--- config.mk ---
export PLATFORM = sky130hd
export DESIGN_NAME = sars_status
export DESIGN_NICKNAME = d
export VERILOG_FILES = /design/src/rtl/sars_pkg.sv /design/src/rtl/sars_status.sv
export VERILOG_INCLUDE_DIRS = /design/src /design/src/rtl
export SDC_FILE = /design/constraint.sdc
export NUM_CORES = 1
export LEC_CHECK = 0
export BUFFER_PORTS_ARGS = -buffer_cell sky130_fd_sc_hd__buf_2
export CORE_ASPECT_RATIO = 0.9
export CORE_MARGIN = 2
export CORE_UTILIZATION = 58
export CTS_CLUSTER_SIZE = 25
export DETAILED_ROUTE_END_ITERATION = 10
export PLACE_DENSITY = 0.93
export SETUP_SLACK_MARGIN = 0.3
export SYNTH_ARGS = -nofsm -noshare
export SYNTH_HDL_FRONTEND = slang
export SYNTH_SLANG_ARGS = --single-unit
export TNS_END_PERCENT = 100
--- constraint.sdc ---
create_clock -name ref_clk -period 3.2 [get_ports ref_clk]
set_input_delay 0.48 -clock ref_clk [delete_from_list [all_inputs] [get_ports ref_clk]]
set_output_delay 0.48 -clock ref_clk [all_outputs]
set_load 0.02 [all_outputs]
--- src/rtl/sars_defines.svh ---
`ifndef SARS_DEFINES_SVH
`define SARS_DEFINES_SVH
// interrupt codes
`define SARS_CODE_RESET 8'h01
`define SARS_CODE_PARITY 8'h24
`define SARS_CODE_TIMEOUT 8'h2C
`define SARS_CODE_BUSFREE 8'h31
`define SARS_CODE_PHASECHG 8'h32
`define SARS_CODE_DOUBLE 8'h64
`define SARS_CODE_LONGMSG 8'h67
`define SARS_CODE_FREE_NEXUS 8'h70
`define SARS_CODE_RESEL 8'h90
`define SARS_CODE_BUFBUSY 8'h94
`define SARS_CODE_OTHERPH 8'hB0
`define SARS_CODE_MSGOK 8'hB1
// step codes
`define SARS_STEP_NONE 8'h00
`define SARS_STEP_RMSGIN 8'h01
`define SARS_STEP_RDONE 8'h02
`define SARS_STEP_MSGOUT 8'h81
`define SARS_STEP_ID_MSG 8'h82
`define SARS_STEP_ID_CMD 8'h92
`define SARS_STEP_ID_CMD_MI 8'h93
`define SARS_STEP_CMD 8'hB1
`define SARS_STEP_CMD_MI 8'hB2
// extended message limit in bytes
`define SARS_EXT_LIMIT 8'h21
`endif

--- src/rtl/sars_pkg.sv ---
package sars_pkg;
   // automatic sequence position
   typedef enum logic [3:0] {
      SARS_IDLE = 4'h0,
      SARS_R_NEXUS = 4'h1,
      SARS_R_MSGIN = 4'h3,
      SARS_S_NEXUS = 4'h2,
      SARS_S_MSGOUT = 4'h6,
      SARS_S_ID_MSG = 4'h7,
      SARS_S_ID_CMD = 4'h5,
      SARS_S_ID_CMD_MI = 4'h4,
      SARS_S_CMD = 4'hC,
      SARS_S_CMD_MI = 4'hD
   } sars_seq_e;

   // synchronised bus conditions
   typedef struct packed {
      logic bus_reset;
      logic parity_err;
      logic bus_free;
      logic phase_chg;
   } sars_cond_s;

   typedef struct packed {
      logic [7:0] code;
      logic [7:0] step;
   } sars_report_s;

   typedef struct packed {
      sars_seq_e seq;
      logic [7:0] ext_len;
      logic ext_second;
      logic defer_double;
      logic double_after;
      logic pending;
      sars_report_s rep;
   } sars_state_s;
endpackage : sars_pkg

--- src/rtl/sars_status.sv ---
`timescale 1ns/1ps
`include "sars_defines.svh"
// Operation
// - target phase change in reselection message-in: stop, report 32H/01H
// - lost arbitration then reselected: report 64H/00H, then the reselection report 90H/00H after acknowledge
// - host command after reselection ran: 64H/00H follows that operation's result
// - extended message of 33+ bytes: take two bytes, report 67H/01H
// - reselection nexus then bus free before any transfer: report 70H/00H
// - reselected by target: report 90H/00H, even with auto mode off
// - message-in with receive buffer occupied: take nothing, report 94H/00H
// - target enters non message-in phase after reselection: report B0H/01H
// - one message received in reselection message-in: report B1H/02H
// - in reselection message-in: reset, parity, timeout, bus free, phase change end sequence at detection
// - reset before nexus in selection response: report 01H/00H
// - reset in selection transfer: 01H with step 81H, 82H, 92H, 93H, B1H or B2H
// - parity error in message-out after selection: end, report 24H/81H
// - parity error receiving command after identify: report 24H/92H
// - parity error in command phase without identify: 24H/B1H, auto mode or not
// - reset in message-in after command without identify: step B2H
// - handshake timeout in message-out after selection: end, report 2CH/81H
// - timeout receiving message after identify: report 2CH/82H
// - timeout receiving command after identify: report 2CH/92H
// - timeout in message-in after identify and command: report 2CH/93H

module sars_status (
   input wire logic ref_clk,
   input wire logic rstn,
   input wire logic auto_mode,
   input wire logic arb_lost_wait,
   input wire logic host_cmd,
   input wire logic op_done,
   input wire logic reselected,
   input wire logic selected,
   input wire logic enter_msgout,
   input wire logic identify_done,
   input wire logic enter_cmd,
   input wire logic cmd_done,
   input wire logic enter_msgin,
   input wire logic enter_other,
   input wire logic msg_byte,
   input wire logic [7:0] msg_data,
   input wire logic msg_done,
   input wire logic rx_buf_busy,
   input wire logic req_ack_timeout,
   input wire sars_pkg::sars_cond_s bus_cond,
   input wire logic host_ack,
   output logic irq_pending,
   output logic [7:0] irq_code,
   output logic [7:0] irq_step,
   output logic seq_end
);

   // ==========================================================
   // pin synchronisers
   sars_pkg::sars_cond_s cond_meta_reg;
   sars_pkg::sars_cond_s cond_reg;
   logic reset_prev_reg;
   logic reset_edge;
   always_ff @(posedge ref_clk) begin
      if (!rstn) begin
         cond_meta_reg <= '0;
         cond_reg <= '0;
         reset_prev_reg <= 1'b0;
      end else begin
         cond_meta_reg <= bus_cond;
         cond_reg <= cond_meta_reg;
         reset_prev_reg <= cond_reg.bus_reset;
      end
   end

   // a held reset level reports once, not every idle cycle
   assign reset_edge = cond_reg.bus_reset && !reset_prev_reg;

   // ==========================================================
   // step code for the current selection stage
   function automatic logic [7:0] sel_step(input sars_pkg::sars_seq_e s);
      case (s)
         sars_pkg::SARS_S_MSGOUT: sel_step = `SARS_STEP_MSGOUT;
         sars_pkg::SARS_S_ID_MSG: sel_step = `SARS_STEP_ID_MSG;
         sars_pkg::SARS_S_ID_CMD: sel_step = `SARS_STEP_ID_CMD;
         sars_pkg::SARS_S_ID_CMD_MI: sel_step = `SARS_STEP_ID_CMD_MI;
         sars_pkg::SARS_S_CMD: sel_step = `SARS_STEP_CMD;
         sars_pkg::SARS_S_CMD_MI: sel_step = `SARS_STEP_CMD_MI;
         default: sel_step = `SARS_STEP_NONE;
      endcase
   endfunction : sel_step

   function automatic logic in_sel_xfer(input sars_pkg::sars_seq_e s);
      in_sel_xfer = (sel_step(s) != `SARS_STEP_NONE);
   endfunction : in_sel_xfer

   // ==========================================================
   // state
   sars_pkg::sars_state_s st_reg;
   sars_pkg::sars_state_s st_next;
   logic end_next;
   logic end_reg;

   always_comb begin
      logic rep_v;
      logic [7:0] rc;
      logic [7:0] rs;
      rep_v = 1'b0;
      rc = `SARS_STEP_NONE;
      rs = `SARS_STEP_NONE;
      st_next = st_reg;
      end_next = 1'b0;
      if (host_ack) begin
         st_next.pending = 1'b0;
      end
      if (arb_lost_wait && reselected) begin
         st_next.double_after = 1'b1;
      end
      if (host_cmd && st_reg.seq != sars_pkg::SARS_IDLE) begin
         st_next.defer_double = 1'b1;
      end
      case (st_reg.seq)
         sars_pkg::SARS_IDLE: begin
            if (reset_edge) begin
               rep_v = 1'b1;
               rc = `SARS_CODE_RESET;
            end else if (reselected) begin
               rep_v = 1'b1;
               rc = `SARS_CODE_RESEL;
               if (arb_lost_wait) begin
                  rc = `SARS_CODE_DOUBLE;
               end
               st_next.seq = sars_pkg::SARS_R_NEXUS;
            end else if (selected) begin
               st_next.seq = sars_pkg::SARS_S_NEXUS;
            end
         end
         sars_pkg::SARS_R_NEXUS: begin
            if (st_reg.double_after && !st_reg.pending) begin
               rep_v = 1'b1;
               rc = `SARS_CODE_RESEL;
               st_next.double_after = 1'b0;
            end else if (cond_reg.bus_reset) begin
               rep_v = 1'b1;
               rc = `SARS_CODE_RESET;
               end_next = 1'b1;
               st_next.seq = sars_pkg::SARS_IDLE;
            end else if (cond_reg.bus_free) begin
               rep_v = 1'b1;
               rc = `SARS_CODE_FREE_NEXUS;
               end_next = 1'b1;
               st_next.seq = sars_pkg::SARS_IDLE;
            end else if (enter_other) begin
               rep_v = 1'b1;
               rc = `SARS_CODE_OTHERPH;
               rs = `SARS_STEP_RMSGIN;
               st_next.seq = sars_pkg::SARS_IDLE;
            end else if (enter_msgin && auto_mode) begin
               if (rx_buf_busy) begin
                  rep_v = 1'b1;
                  rc = `SARS_CODE_BUFBUSY;
                  st_next.seq = sars_pkg::SARS_IDLE;
               end else begin
                  st_next.seq = sars_pkg::SARS_R_MSGIN;
                  st_next.ext_len = '0;
                  st_next.ext_second = 1'b0;
               end
            end
         end
         sars_pkg::SARS_R_MSGIN: begin
            rs = `SARS_STEP_RMSGIN;
            if (cond_reg.bus_reset || cond_reg.parity_err || cond_reg.bus_free
               || cond_reg.phase_chg || req_ack_timeout) begin
               rep_v = 1'b1;
               end_next = 1'b1;
               st_next.seq = sars_pkg::SARS_IDLE;
               if (cond_reg.bus_reset) begin
                  rc = `SARS_CODE_RESET;
               end else if (cond_reg.parity_err) begin
                  rc = `SARS_CODE_PARITY;
               end else if (req_ack_timeout) begin
                  rc = `SARS_CODE_TIMEOUT;
               end else if (cond_reg.bus_free) begin
                  rc = `SARS_CODE_BUSFREE;
               end else begin
                  rc = `SARS_CODE_PHASECHG;
               end
            end else if (msg_byte && st_reg.ext_second) begin
               st_next.ext_second = 1'b0;
               if (msg_data >= `SARS_EXT_LIMIT) begin
                  rep_v = 1'b1;
                  rc = `SARS_CODE_LONGMSG;
                  end_next = 1'b1;
                  st_next.seq = sars_pkg::SARS_IDLE;
               end
            end else if (msg_byte && st_reg.ext_len == '0) begin
               st_next.ext_len = 8'h01;
               st_next.ext_second = (msg_data == 8'h01);
            end else if (msg_done) begin
               rep_v = 1'b1;
               rc = `SARS_CODE_MSGOK;
               rs = `SARS_STEP_RDONE;
               st_next.seq = sars_pkg::SARS_IDLE;
            end
         end
         default: begin
            if (in_sel_xfer(st_reg.seq) && (cond_reg.bus_reset || cond_reg.parity_err
               || req_ack_timeout)) begin
               rep_v = 1'b1;
               end_next = 1'b1;
               rs = sel_step(st_reg.seq);
               st_next.seq = sars_pkg::SARS_IDLE;
               if (cond_reg.bus_reset) begin
                  rc = `SARS_CODE_RESET;
               end else if (cond_reg.parity_err) begin
                  rc = `SARS_CODE_PARITY;
               end else begin
                  rc = `SARS_CODE_TIMEOUT;
               end
            end else if (st_reg.seq == sars_pkg::SARS_S_NEXUS && cond_reg.bus_reset) begin
               rep_v = 1'b1;
               rc = `SARS_CODE_RESET;
               end_next = 1'b1;
               st_next.seq = sars_pkg::SARS_IDLE;
            end else if (cond_reg.bus_free || op_done) begin
               st_next.seq = sars_pkg::SARS_IDLE;
            end else if (st_reg.seq == sars_pkg::SARS_S_NEXUS) begin
               if (enter_msgout && auto_mode) begin
                  st_next.seq = sars_pkg::SARS_S_MSGOUT;
               end else if (enter_cmd) begin
                  st_next.seq = sars_pkg::SARS_S_CMD;
               end
            end else if (st_reg.seq == sars_pkg::SARS_S_MSGOUT && identify_done) begin
               st_next.seq = enter_cmd ? sars_pkg::SARS_S_ID_CMD : sars_pkg::SARS_S_ID_MSG;
            end else if (st_reg.seq == sars_pkg::SARS_S_ID_MSG && enter_cmd) begin
               st_next.seq = sars_pkg::SARS_S_ID_CMD;
            end else if (st_reg.seq == sars_pkg::SARS_S_ID_CMD && cmd_done && enter_msgin) begin
               st_next.seq = sars_pkg::SARS_S_ID_CMD_MI;
            end else if (st_reg.seq == sars_pkg::SARS_S_CMD && cmd_done && enter_msgin) begin
               st_next.seq = sars_pkg::SARS_S_CMD_MI;
            end
         end
      endcase
      if (op_done && st_reg.defer_double && !rep_v && !st_reg.pending) begin
         rep_v = 1'b1;
         rc = `SARS_CODE_DOUBLE;
         rs = `SARS_STEP_NONE;
         st_next.defer_double = 1'b0;
      end
      if (rep_v) begin
         st_next.rep.code = rc;
         st_next.rep.step = rs;
         st_next.pending = 1'b1;
      end
   end

   always_ff @(posedge ref_clk) begin
      if (!rstn) begin
         st_reg <= '{seq: sars_pkg::SARS_IDLE, default: '0};
         end_reg <= 1'b0;
      end else begin
         st_reg <= st_next;
         end_reg <= end_next;
      end
   end

   assign irq_pending = st_reg.pending;
   assign irq_code = st_reg.rep.code;
   assign irq_step = st_reg.rep.step;
   assign seq_end = end_reg;
endmodule : sars_status

==> results of run 1 <==
cells by family after synthesis:
kind of cell | count (synthesis)
simple gates | 102
compound gates | 72
buf+inv | 40
flops | 32
mux | 6
other cells | 1
stage by stage:
| step | worst slack, ns | hold slack [ns] | cell area, um2 |
|---|---|---|---|
| 2_1_floorplan | 1.06 | 0.412 | 2060 |
| 3_3_place_gp | 0.726 | 0.416 | 2160 |
| 3_5_place_dp | 0.666 | 0.419 | 2160 |
| 4_1_cts | 0.737 | 0.402 | 2250 |
| 5_1_grt | 0.576 | 0.405 | 2250 |
| 6_report | 0.751 | 0.406 | 2250 |
routing by layer:
metal | vias up | GRT usage [%] | share of wire [%]
met5 | - | 0 | 0
met4 | 0 | 7.58 | 2.1
met3 | 13 | 6.31 | 8.9
met2 | 99 | 44.0 | 46
met1 | 937 | 38.6 | 43
li1 | 978 | - | -
synth_stat cells, types with 2 or more instances:
master                      instances
sky130_fd_sc_hd__inv_1              9
sky130_fd_sc_hd__o21a_1             3
sky130_fd_sc_hd__a311oi_1           2
sky130_fd_sc_hd__o311ai_0           2
sky130_fd_sc_hd__and4_1             3
sky130_fd_sc_hd__and2_1             9
sky130_fd_sc_hd__nand4_1            6
sky130_fd_sc_hd__o21ai_0           14
sky130_fd_sc_hd__a21oi_1           11
sky130_fd_sc_hd__o211ai_1           3
sky130_fd_sc_hd__buf_4             16
sky130_fd_sc_hd__o221ai_1           2
sky130_fd_sc_hd__a311o_1            2
sky130_fd_sc_hd__mux2i_1            6
sky130_fd_sc_hd__nor3_1             8
sky130_fd_sc_hd__dfxtp_1           32
sky130_fd_sc_hd__a22o_1             5
sky130_fd_sc_hd__nand3b_1           2
sky130_fd_sc_hd__nand2_1           17
sky130_fd_sc_hd__nand3_1            6
sky130_fd_sc_hd__o31a_1             2
sky130_fd_sc_hd__clkbuf_1           9
sky130_fd_sc_hd__and3_1             3
sky130_fd_sc_hd__a32o_1             2
sky130_fd_sc_hd__nor2_1            17
sky130_fd_sc_hd__o2111ai_1          4
sky130_fd_sc_hd__nand2b_1           5
sky130_fd_sc_hd__or3_1              4
sky130_fd_sc_hd__nor4_1             2
sky130_fd_sc_hd__nor2b_1            6
sky130_fd_sc_hd__buf_2              5
sky130_fd_sc_hd__o22ai_1            3
sky130_fd_sc_hd__a31oi_1            3
sky130_fd_sc_hd__a21o_1             3
sky130_fd_sc_hd__a2111oi_0          2
power by group:
group          switching (mW)  internal [mW]
clock network           0.145          0.171
registers               0.101          0.469
logic                   0.382          0.272
total                   0.628          0.912
how the worst min path moves through the flow:
stage / slack [ns] / cells past startpoint / start / to
finish: 0.41 / 2 / bus_cond[1] / cond_meta_reg[1]
CTS: 0.40 / 2 / bus_cond[1] / cond_meta_reg[1]
global placement: 0.42 / 1 / cond_meta_reg[1] / cond_reg[1]
floorplan: 0.41 / 1 / cond_meta_reg[0] / cond_reg[0]
global route: 0.40 / 2 / bus_cond[2] / cond_meta_reg[2]
detailed placement: 0.42 / 1 / cond_meta_reg[2] / cond_reg[2]
final cells by class:
class | instances | area (um2)
flip-flops and latches | 32 | 641
well taps | 44 | 55.1
inverters | 9 | 33.8
fillers | 293 | 1120
multi-input cells | 183 | 1200
clock inverters | 2 | 10.0
clock buffers | 6 | 82.6
repair buffers | 46 | 233
cell usage in the layout (no fill, tap or decap), drive strengths merged, types with 4 or more instances in the layout:
cell type / synthesis / final
and2: 9 / 9
nand3: 6 / 6
a22o: 5 / 5
buf: 22 / 46
nand4: 6 / 6
nor2b: 6 / 6
clkbuf: 9 / 6
mux2i: 6 / 6
o2111ai: 4 / 4
nor2: 17 / 17
dfxtp: 32 / 32
or3: 4 / 4
a21oi: 11 / 11
nand2: 17 / 17
nor3: 8 / 8
o21ai: 15 / 15
inv: 9 / 9
nand2b: 5 / 5
worst max-delay path, cell delays in order, from the launching register on:
cell,delay (ns)
sky130_fd_sc_hd__dfxtp_1,0.75
sky130_fd_sc_hd__nand4bb_1,0.48
sky130_fd_sc_hd__a21oi_1,0.15
sky130_fd_sc_hd__a32o_1,0.27
sky130_fd_sc_hd__a211oi_2,0.48
sky130_fd_sc_hd__mux2i_1,0.24
==> impl_summary.log, run 1 <==
INFO  metric period_needed = 2.45 ns
INFO  metric postSynth.asyncResetShare = 0%
INFO  metric dr.first_iter.drc_count = 317
INFO  metric grt_pass1_vias = 1716
INFO  metric largest_family_of_logic_cells_by_synthesized_area = simple AND/OR/NAND/NOR gates
INFO  metric cts.htree.levels = 2
INFO  metric synth.largest_area_cell = sky130_fd_sc_hd__dfxtp_1
INFO  metric synth_sequential_area_ratio = 31.3%
INFO  metric cts.reportedPaths.clkPinSlew = 0.07 ns
INFO  metric design.die.area = 4020 um2
INFO  metric firstDrtPassIters = 6
INFO  metric launch_instance_of_the_worst_register_to_register_path = st_reg[31]
INFO  metric finish.net_count = 308
INFO  metric die_width = 66.6 um
INFO  metric grt_first_pass_wirelength = 8360 um
INFO  metric synthMuxAreaShare = 2.93%
INFO  metric route.final.wire_length = 5320 um
INFO  metric detail-route-antenna-nets = 0
INFO  metric reg2reg_to = st_reg[30]
INFO  metric final-setup-viol-count = 0
INFO  metric grt_setup_unrepaired = false
INFO  metric max_cap_violations = 0
INFO  metric synthSimpleGateAreaFrac = 29.3%
INFO  metric cells_after_synth = 253
INFO  metric worstPathArrival = 2.66 ns
INFO  metric number_of_buffers_added_by_the_clock_tree_synthesis_step = 5
INFO  metric detail_route.wl_per_cell = 16.5 um
INFO  metric critical_path_start_type = flop
INFO  metric clock_tree_from_tritoncts = done
INFO  metric result_of_the_run = finished, final reports clean
INFO  metric syn-mean-instance-area = 8.10 um2
INFO  metric clock_tree.root_cell = sky130_fd_sc_hd__clkbuf_8
INFO  metric critical_path_required = 3.41 ns
INFO  metric die_height = 60.4 um
INFO  metric viasPerCell = 6.30
INFO  metric post_synth_xor_area_fraction = 0%
INFO  metric final-hold-violation-count = 0
INFO  metric final_core_util = 66.7%
INFO  metric drive_above_1_share = 21.9%
INFO  metric synth_area = 2050 um2
INFO  metric relSlewSlack = 55.4%
INFO  metric grt.overflow.total = 0
INFO  metric dp_hpwl = 3990 um
INFO  metric worst_setup_path_endpoint = st_reg[30]
INFO  metric p_per_area = 684 nW/um2
INFO  metric worst_setup_path_startpoint = st_reg[31]
INFO  metric grtUsageTotal = 27.8%
INFO  metric clock_latency = 0.28 ns
INFO  metric postCtsSetupRepairBufs = 0
INFO  metric synth-compound-area-share = 25.7%
INFO  metric cp-end-kind = flop
INFO  metric grt_antenna_before_repair = 0
INFO  metric worst_r2r_path_depth = 5
INFO  metric ctsHoldBuffers = 0
INFO  metric fmaxAchievable = 0.408 GHz
INFO  metric routed-via-count = 2027
INFO  metric hold_path_class = primary input to flop
INFO  metric synth_largest_type_area_fraction = 31.3%
INFO  metric synth.lib_cells_used.distinct = 60
INFO  metric crit_path_category = flop to flop
INFO  metric ys.flop_type = sky130_fd_sc_hd__dfxtp_1
INFO  metric clock_buffer_depth = 2
INFO  metric grt_start_max_net_pins = 38
INFO  metric drcViolationCount = 0
INFO  metric timing.setup.tns = 0 ns
INFO  metric synth_enable_flop_cells = 0
INFO  metric antenna-diode-count = 0
INFO  metric clock_sinks = 32
INFO  metric placeable_area = 3380 um2
INFO  metric worst_ir_drop_vdd = 0.324 mV
INFO  metric tightestPinTransition = 0.668 ns
INFO  metric synth_fa_ha_area_share = 0%
INFO  metric finalWeightedCongestion = 0.929
INFO  metric netlist_top_cells_area = sky130_fd_sc_hd__dfxtp_1 31%, sky130_fd_sc_hd__buf_4 5.9%, sky130_fd_sc_hd__o21ai_0 3.4%
INFO  metric report.power.total = 1.54 mW
INFO  metric ys.warnings.count = 0
INFO  metric rows = 20
INFO  metric cp_max_fo = 19
INFO  metric dp_cells = 314
INFO  metric cellLeakagePower = 0.966 nW
INFO  metric final.setup_skew = 0.00761 ns
INFO  metric placement.io_buffers = 45
INFO  metric drv_slew = 0
INFO  metric syn_to_final_growth = 10.0%
INFO  metric timing.final.crit_share = 76.5%
INFO  metric synth.ff_latch_count = 32
INFO  metric setup.reg_to_reg.worst_slack = 0.75 ns
INFO  metric number_of_top_level_design_ports = 49
INFO  metric layoutNonFillerInstCount = 322
INFO  metric post_cts_resized = 0
INFO  metric initial_utilization = 60.6%
(Power assumes the default switching activity.)
==> run 2, diff against run 1 <==
--- a/config.mk
+++ b/config.mk
@@ -9,10 +9,10 @@
 export BUFFER_PORTS_ARGS = -buffer_cell sky130_fd_sc_hd__buf_2
 export CORE_ASPECT_RATIO = 0.9
 export CORE_MARGIN = 2
-export CORE_UTILIZATION = 58
+export CORE_UTILIZATION = 48
 export CTS_CLUSTER_SIZE = 25
 export DETAILED_ROUTE_END_ITERATION = 10
-export PLACE_DENSITY = 0.93
+export PLACE_DENSITY = 0.84
 export SETUP_SLACK_MARGIN = 0.3
 export SYNTH_ARGS = -nofsm -noshare
 export SYNTH_HDL_FRONTEND = slang
==> constraint.sdc (replaced) <==
create_clock -name ref_clk -period 2 [get_ports ref_clk]
set_input_delay 0.3 -clock ref_clk [delete_from_list [all_inputs] [get_ports ref_clk]]
set_output_delay 0.3 -clock ref_clk [all_outputs]
set_load 0.02 [all_outputs]
==> impl_summary.log, run 2 (synthesis gave the netlist of run 1 again) <==
INFO  metric number_of_buffers_added_by_the_clock_tree_synthesis_step = 5 (unchanged)
INFO  metric critical_path.slowest_cell = sky130_fd_sc_hd__or4_4
INFO  metric cpLargestDelayFamily = simple AND/OR/NAND/NOR gates
INFO  metric final-hold-violation-count = 0 (unchanged)
INFO  metric grt_pass1_vias = 1947 (+13%)
INFO  metric dr.first_iter.drc_count = 181 (-43%)
INFO  metric tightestPinTransition = 0.561 ns (-0.107 ns)
INFO  metric rows = 22 (+10%)
INFO  metric timing.final.crit_share = 97.3% (+21 points)
INFO  metric critical_path_start_type = flop
INFO  metric dpl-instance-area = 2460 um2 (+14%)
INFO  metric final_area = 2840 um2 (+26%)
INFO  metric initial_utilization = 49.9% (-11 points)
INFO  metric drcViolationCount = 0 (unchanged)
INFO  metric firstDrtPassIters = 5 (-1)
INFO  metric placeable_area = 4100 um2 (+21%)
INFO  metric hold_path_cell_cnt = 2 (unchanged)
INFO  metric launch_instance_of_the_worst_register_to_register_path = cond_reg[3]
INFO  metric grt_first_pass_wirelength = 9380 um (+12%)
INFO  metric cp-end-kind = flop
INFO  metric die_height = 66.0 um (+9.3%)
INFO  metric design.die.area = 4810 um2 (+19%)
INFO  metric route.final.wire_length = 6350 um (+19%)
INFO  metric clock_tree.root_cell = sky130_fd_sc_hd__clkbuf_8
INFO  metric period_needed = 1.95 ns (-0.504 ns)
INFO  metric grt.overflow.total = 0 (unchanged)
INFO  metric hold_path_end = cond_meta_reg[0]
INFO  metric detail-route-antenna-nets = 0 (unchanged)
INFO  metric worstPathCellList = or4_4, a311oi_4, o21ai_4, or2_1, o31a_1
INFO  metric grt_setup_unrepaired = true
INFO  metric layout_commonest_cell = sky130_fd_sc_hd__buf_2
INFO  metric report.power.total = 3.08 mW (+100%)
INFO  metric setup.reg_to_reg.worst_slack = 0.05 ns (-0.70 ns)
INFO  metric max_cap_violations = 0 (unchanged)
INFO  metric clock_buffer_depth = 2 (unchanged)
INFO  metric preCtsSetupSlack = -0.0822 ns (-0.748 ns)
INFO  metric holdCritStartpoint = bus_cond[0]
INFO  metric clock_sinks = 32 (unchanged)
INFO  metric routed-via-count = 2205 (+8.8%)
INFO  metric placement.io_buffers = 45 (unchanged)
INFO  metric hold_path_class = primary input to flop
INFO  metric result_of_the_run = finished, final reports clean
INFO  metric cts.reportedPaths.clkPinSlew = 0.07 ns (about the same)
INFO  metric finish.net_count = 355 (+15%)
INFO  metric final.setup_skew = 0.00899 ns (+0.00139 ns)
INFO  metric finalWeightedCongestion = 0.970 (+4.4%)
INFO  metric antenna-diode-count = 0 (unchanged)
INFO  metric die_width = 72.9 um (+9.3%)
INFO  metric dp_hpwl = 4460 um (+12%)
INFO  metric reg2reg_to = irq_pending
INFO  metric cellLeakagePower = 1.25 nW (+30%)
INFO  metric timing.setup.tns = 0 ns (unchanged)
INFO  metric fmaxAchievable = 0.514 GHz (+26%)
INFO  metric viasPerCell = 5.91 (-6.1%)
INFO  metric crit_path_category = flop to flop
INFO  metric cts.htree.levels = 2 (unchanged)
INFO  metric clock_tree_from_tritoncts = done
INFO  metric syn_to_final_growth = 38.7%
INFO  metric drv_slew = 0 (unchanged)
INFO  metric clock_latency = 0.28 ns (about the same)
INFO  metric cp_max_fo = 6 (-13)
INFO  metric finalWorstSetupSlack = 0.0549 ns (-0.696 ns)
INFO  metric ctsHoldBuffers = 0 (unchanged)
INFO  metric worst_ir_drop_vdd = 0.534 mV (+65%)
INFO  metric critical_path_required = 2.17 ns (-1.24 ns)
INFO  metric final-setup-viol-count = 0 (unchanged)
INFO  metric grtUsageTotal = 25.6% (-2.2 points)
INFO  metric timing.critical_path.buf_inv = 0 (unchanged)
INFO  metric number_of_top_level_design_ports = 49 (unchanged)
INFO  metric drive_above_1_share = 41.8% (+20 points)
INFO  metric longest_individual_stage_delay_on_the_worst_path = 0.56 ns (-0.19 ns)
INFO  metric detail_route.wl_per_cell = 17.0 um (+3.1%)
INFO  metric grt_antenna_before_repair = 0 (unchanged)
INFO  metric p_per_area = 1080 nW/um2 (+59%)
INFO  metric commonest_cells_after_routing_fill_and_taps_aside = 46 x sky130_fd_sc_hd__buf_2, 41 x sky130_fd_sc_hd__buf_4, 27 x sky130_fd_sc_hd__dfxtp_1, 16 x sky130_fd_sc_hd__nor2_1, 16 x sky130_fd_sc_hd__nand2_1
INFO  metric relSlewSlack = 62.5% (+7.0 points)
INFO  metric grt_start_max_net_pins = 20 (-47%)
INFO  metric worstPathArrival = 2.12 ns (-0.54 ns)
INFO  metric worst_r2r_path_depth = 5 (unchanged)
[run 2: final cells by class]
cell class / count / area [um2]
clock inverter: 2 / 10.0
fill: 329 / 1260
sequential: 32 / 657
tap: 48 / 60.1
clock buffer: 6 / 82.6
timing repair buffer: 93 / 606
inverter: 9 / 33.8
multi-input combinational: 183 / 1390
[run 2: power by group]
part,leakage (nW),switching [mW],total [mW],internal (mW)
logic,0.939,0.880,1.68,0.803
registers,0.265,0.118,0.881,0.763
clock network,0.0510,0.242,0.516,0.274
total,1.25,1.24,3.08,1.84
[run 2: worst max path at each step]
| stage | cells past startpoint | from | to | slack, ns |
|---|---|---|---|---|
| 2_1_floorplan | 5 | cond_reg[3] | irq_code[4] | 0.07 |
| 3_3_place_gp | 7 | msg_data[4] | irq_code[4] | -0.04 |
| 3_5_place_dp | 7 | req_ack_timeout | irq_step[5] | -0.08 |
| 4_1_cts | 5 | cond_reg[3] | irq_code[0] | 0.04 |
| 5_1_grt | 5 | cond_reg[3] | irq_pending | 0.001 |
| 6_report | 5 | cond_reg[3] | irq_pending | 0.05 |
[run 2: timing repair]
item	4_1_cts	5_1_grt
gates resized for setup	21	30
endpoints found under the hold margin	0	0
setup buffers	3	8
setup endpoints to repair	22	22
cloned	1	0
pin swaps	13	16
[run 2: metrics by stage]
step	cells	hold WS (ns)	utilization, %
after floorplan	255	0.412	-
after global placement	353	0.415	60.0
after detailed placement	353	0.420	60.0
after CTS	365	0.218	65.2
after global routing	373	0.219	69.3
final	373	0.224	69.3
[run 2: worst reg2reg max path, cell delays in order (launching register included)]
cell	delay, ns
sky130_fd_sc_hd__dfxtp_2	0.33
sky130_fd_sc_hd__or4_4	0.56
sky130_fd_sc_hd__a311oi_4	0.28
sky130_fd_sc_hd__o21ai_4	0.16
sky130_fd_sc_hd__or2_1	0.26
sky130_fd_sc_hd__o31a_1	0.25
[run 2: routing by layer]
| metal | GRT usage, % | part of all wire (%) | vias up |
|---|---|---|---|
| met5 | 0 | 0 | - |
| met4 | 6.48 | 1.2 | 0 |
| met3 | 5.95 | 6.5 | 10 |
| met2 | 40.5 | 47 | 89 |
| met1 | 34.9 | 46 | 1036 |
| li1 | - | - | 1070 |
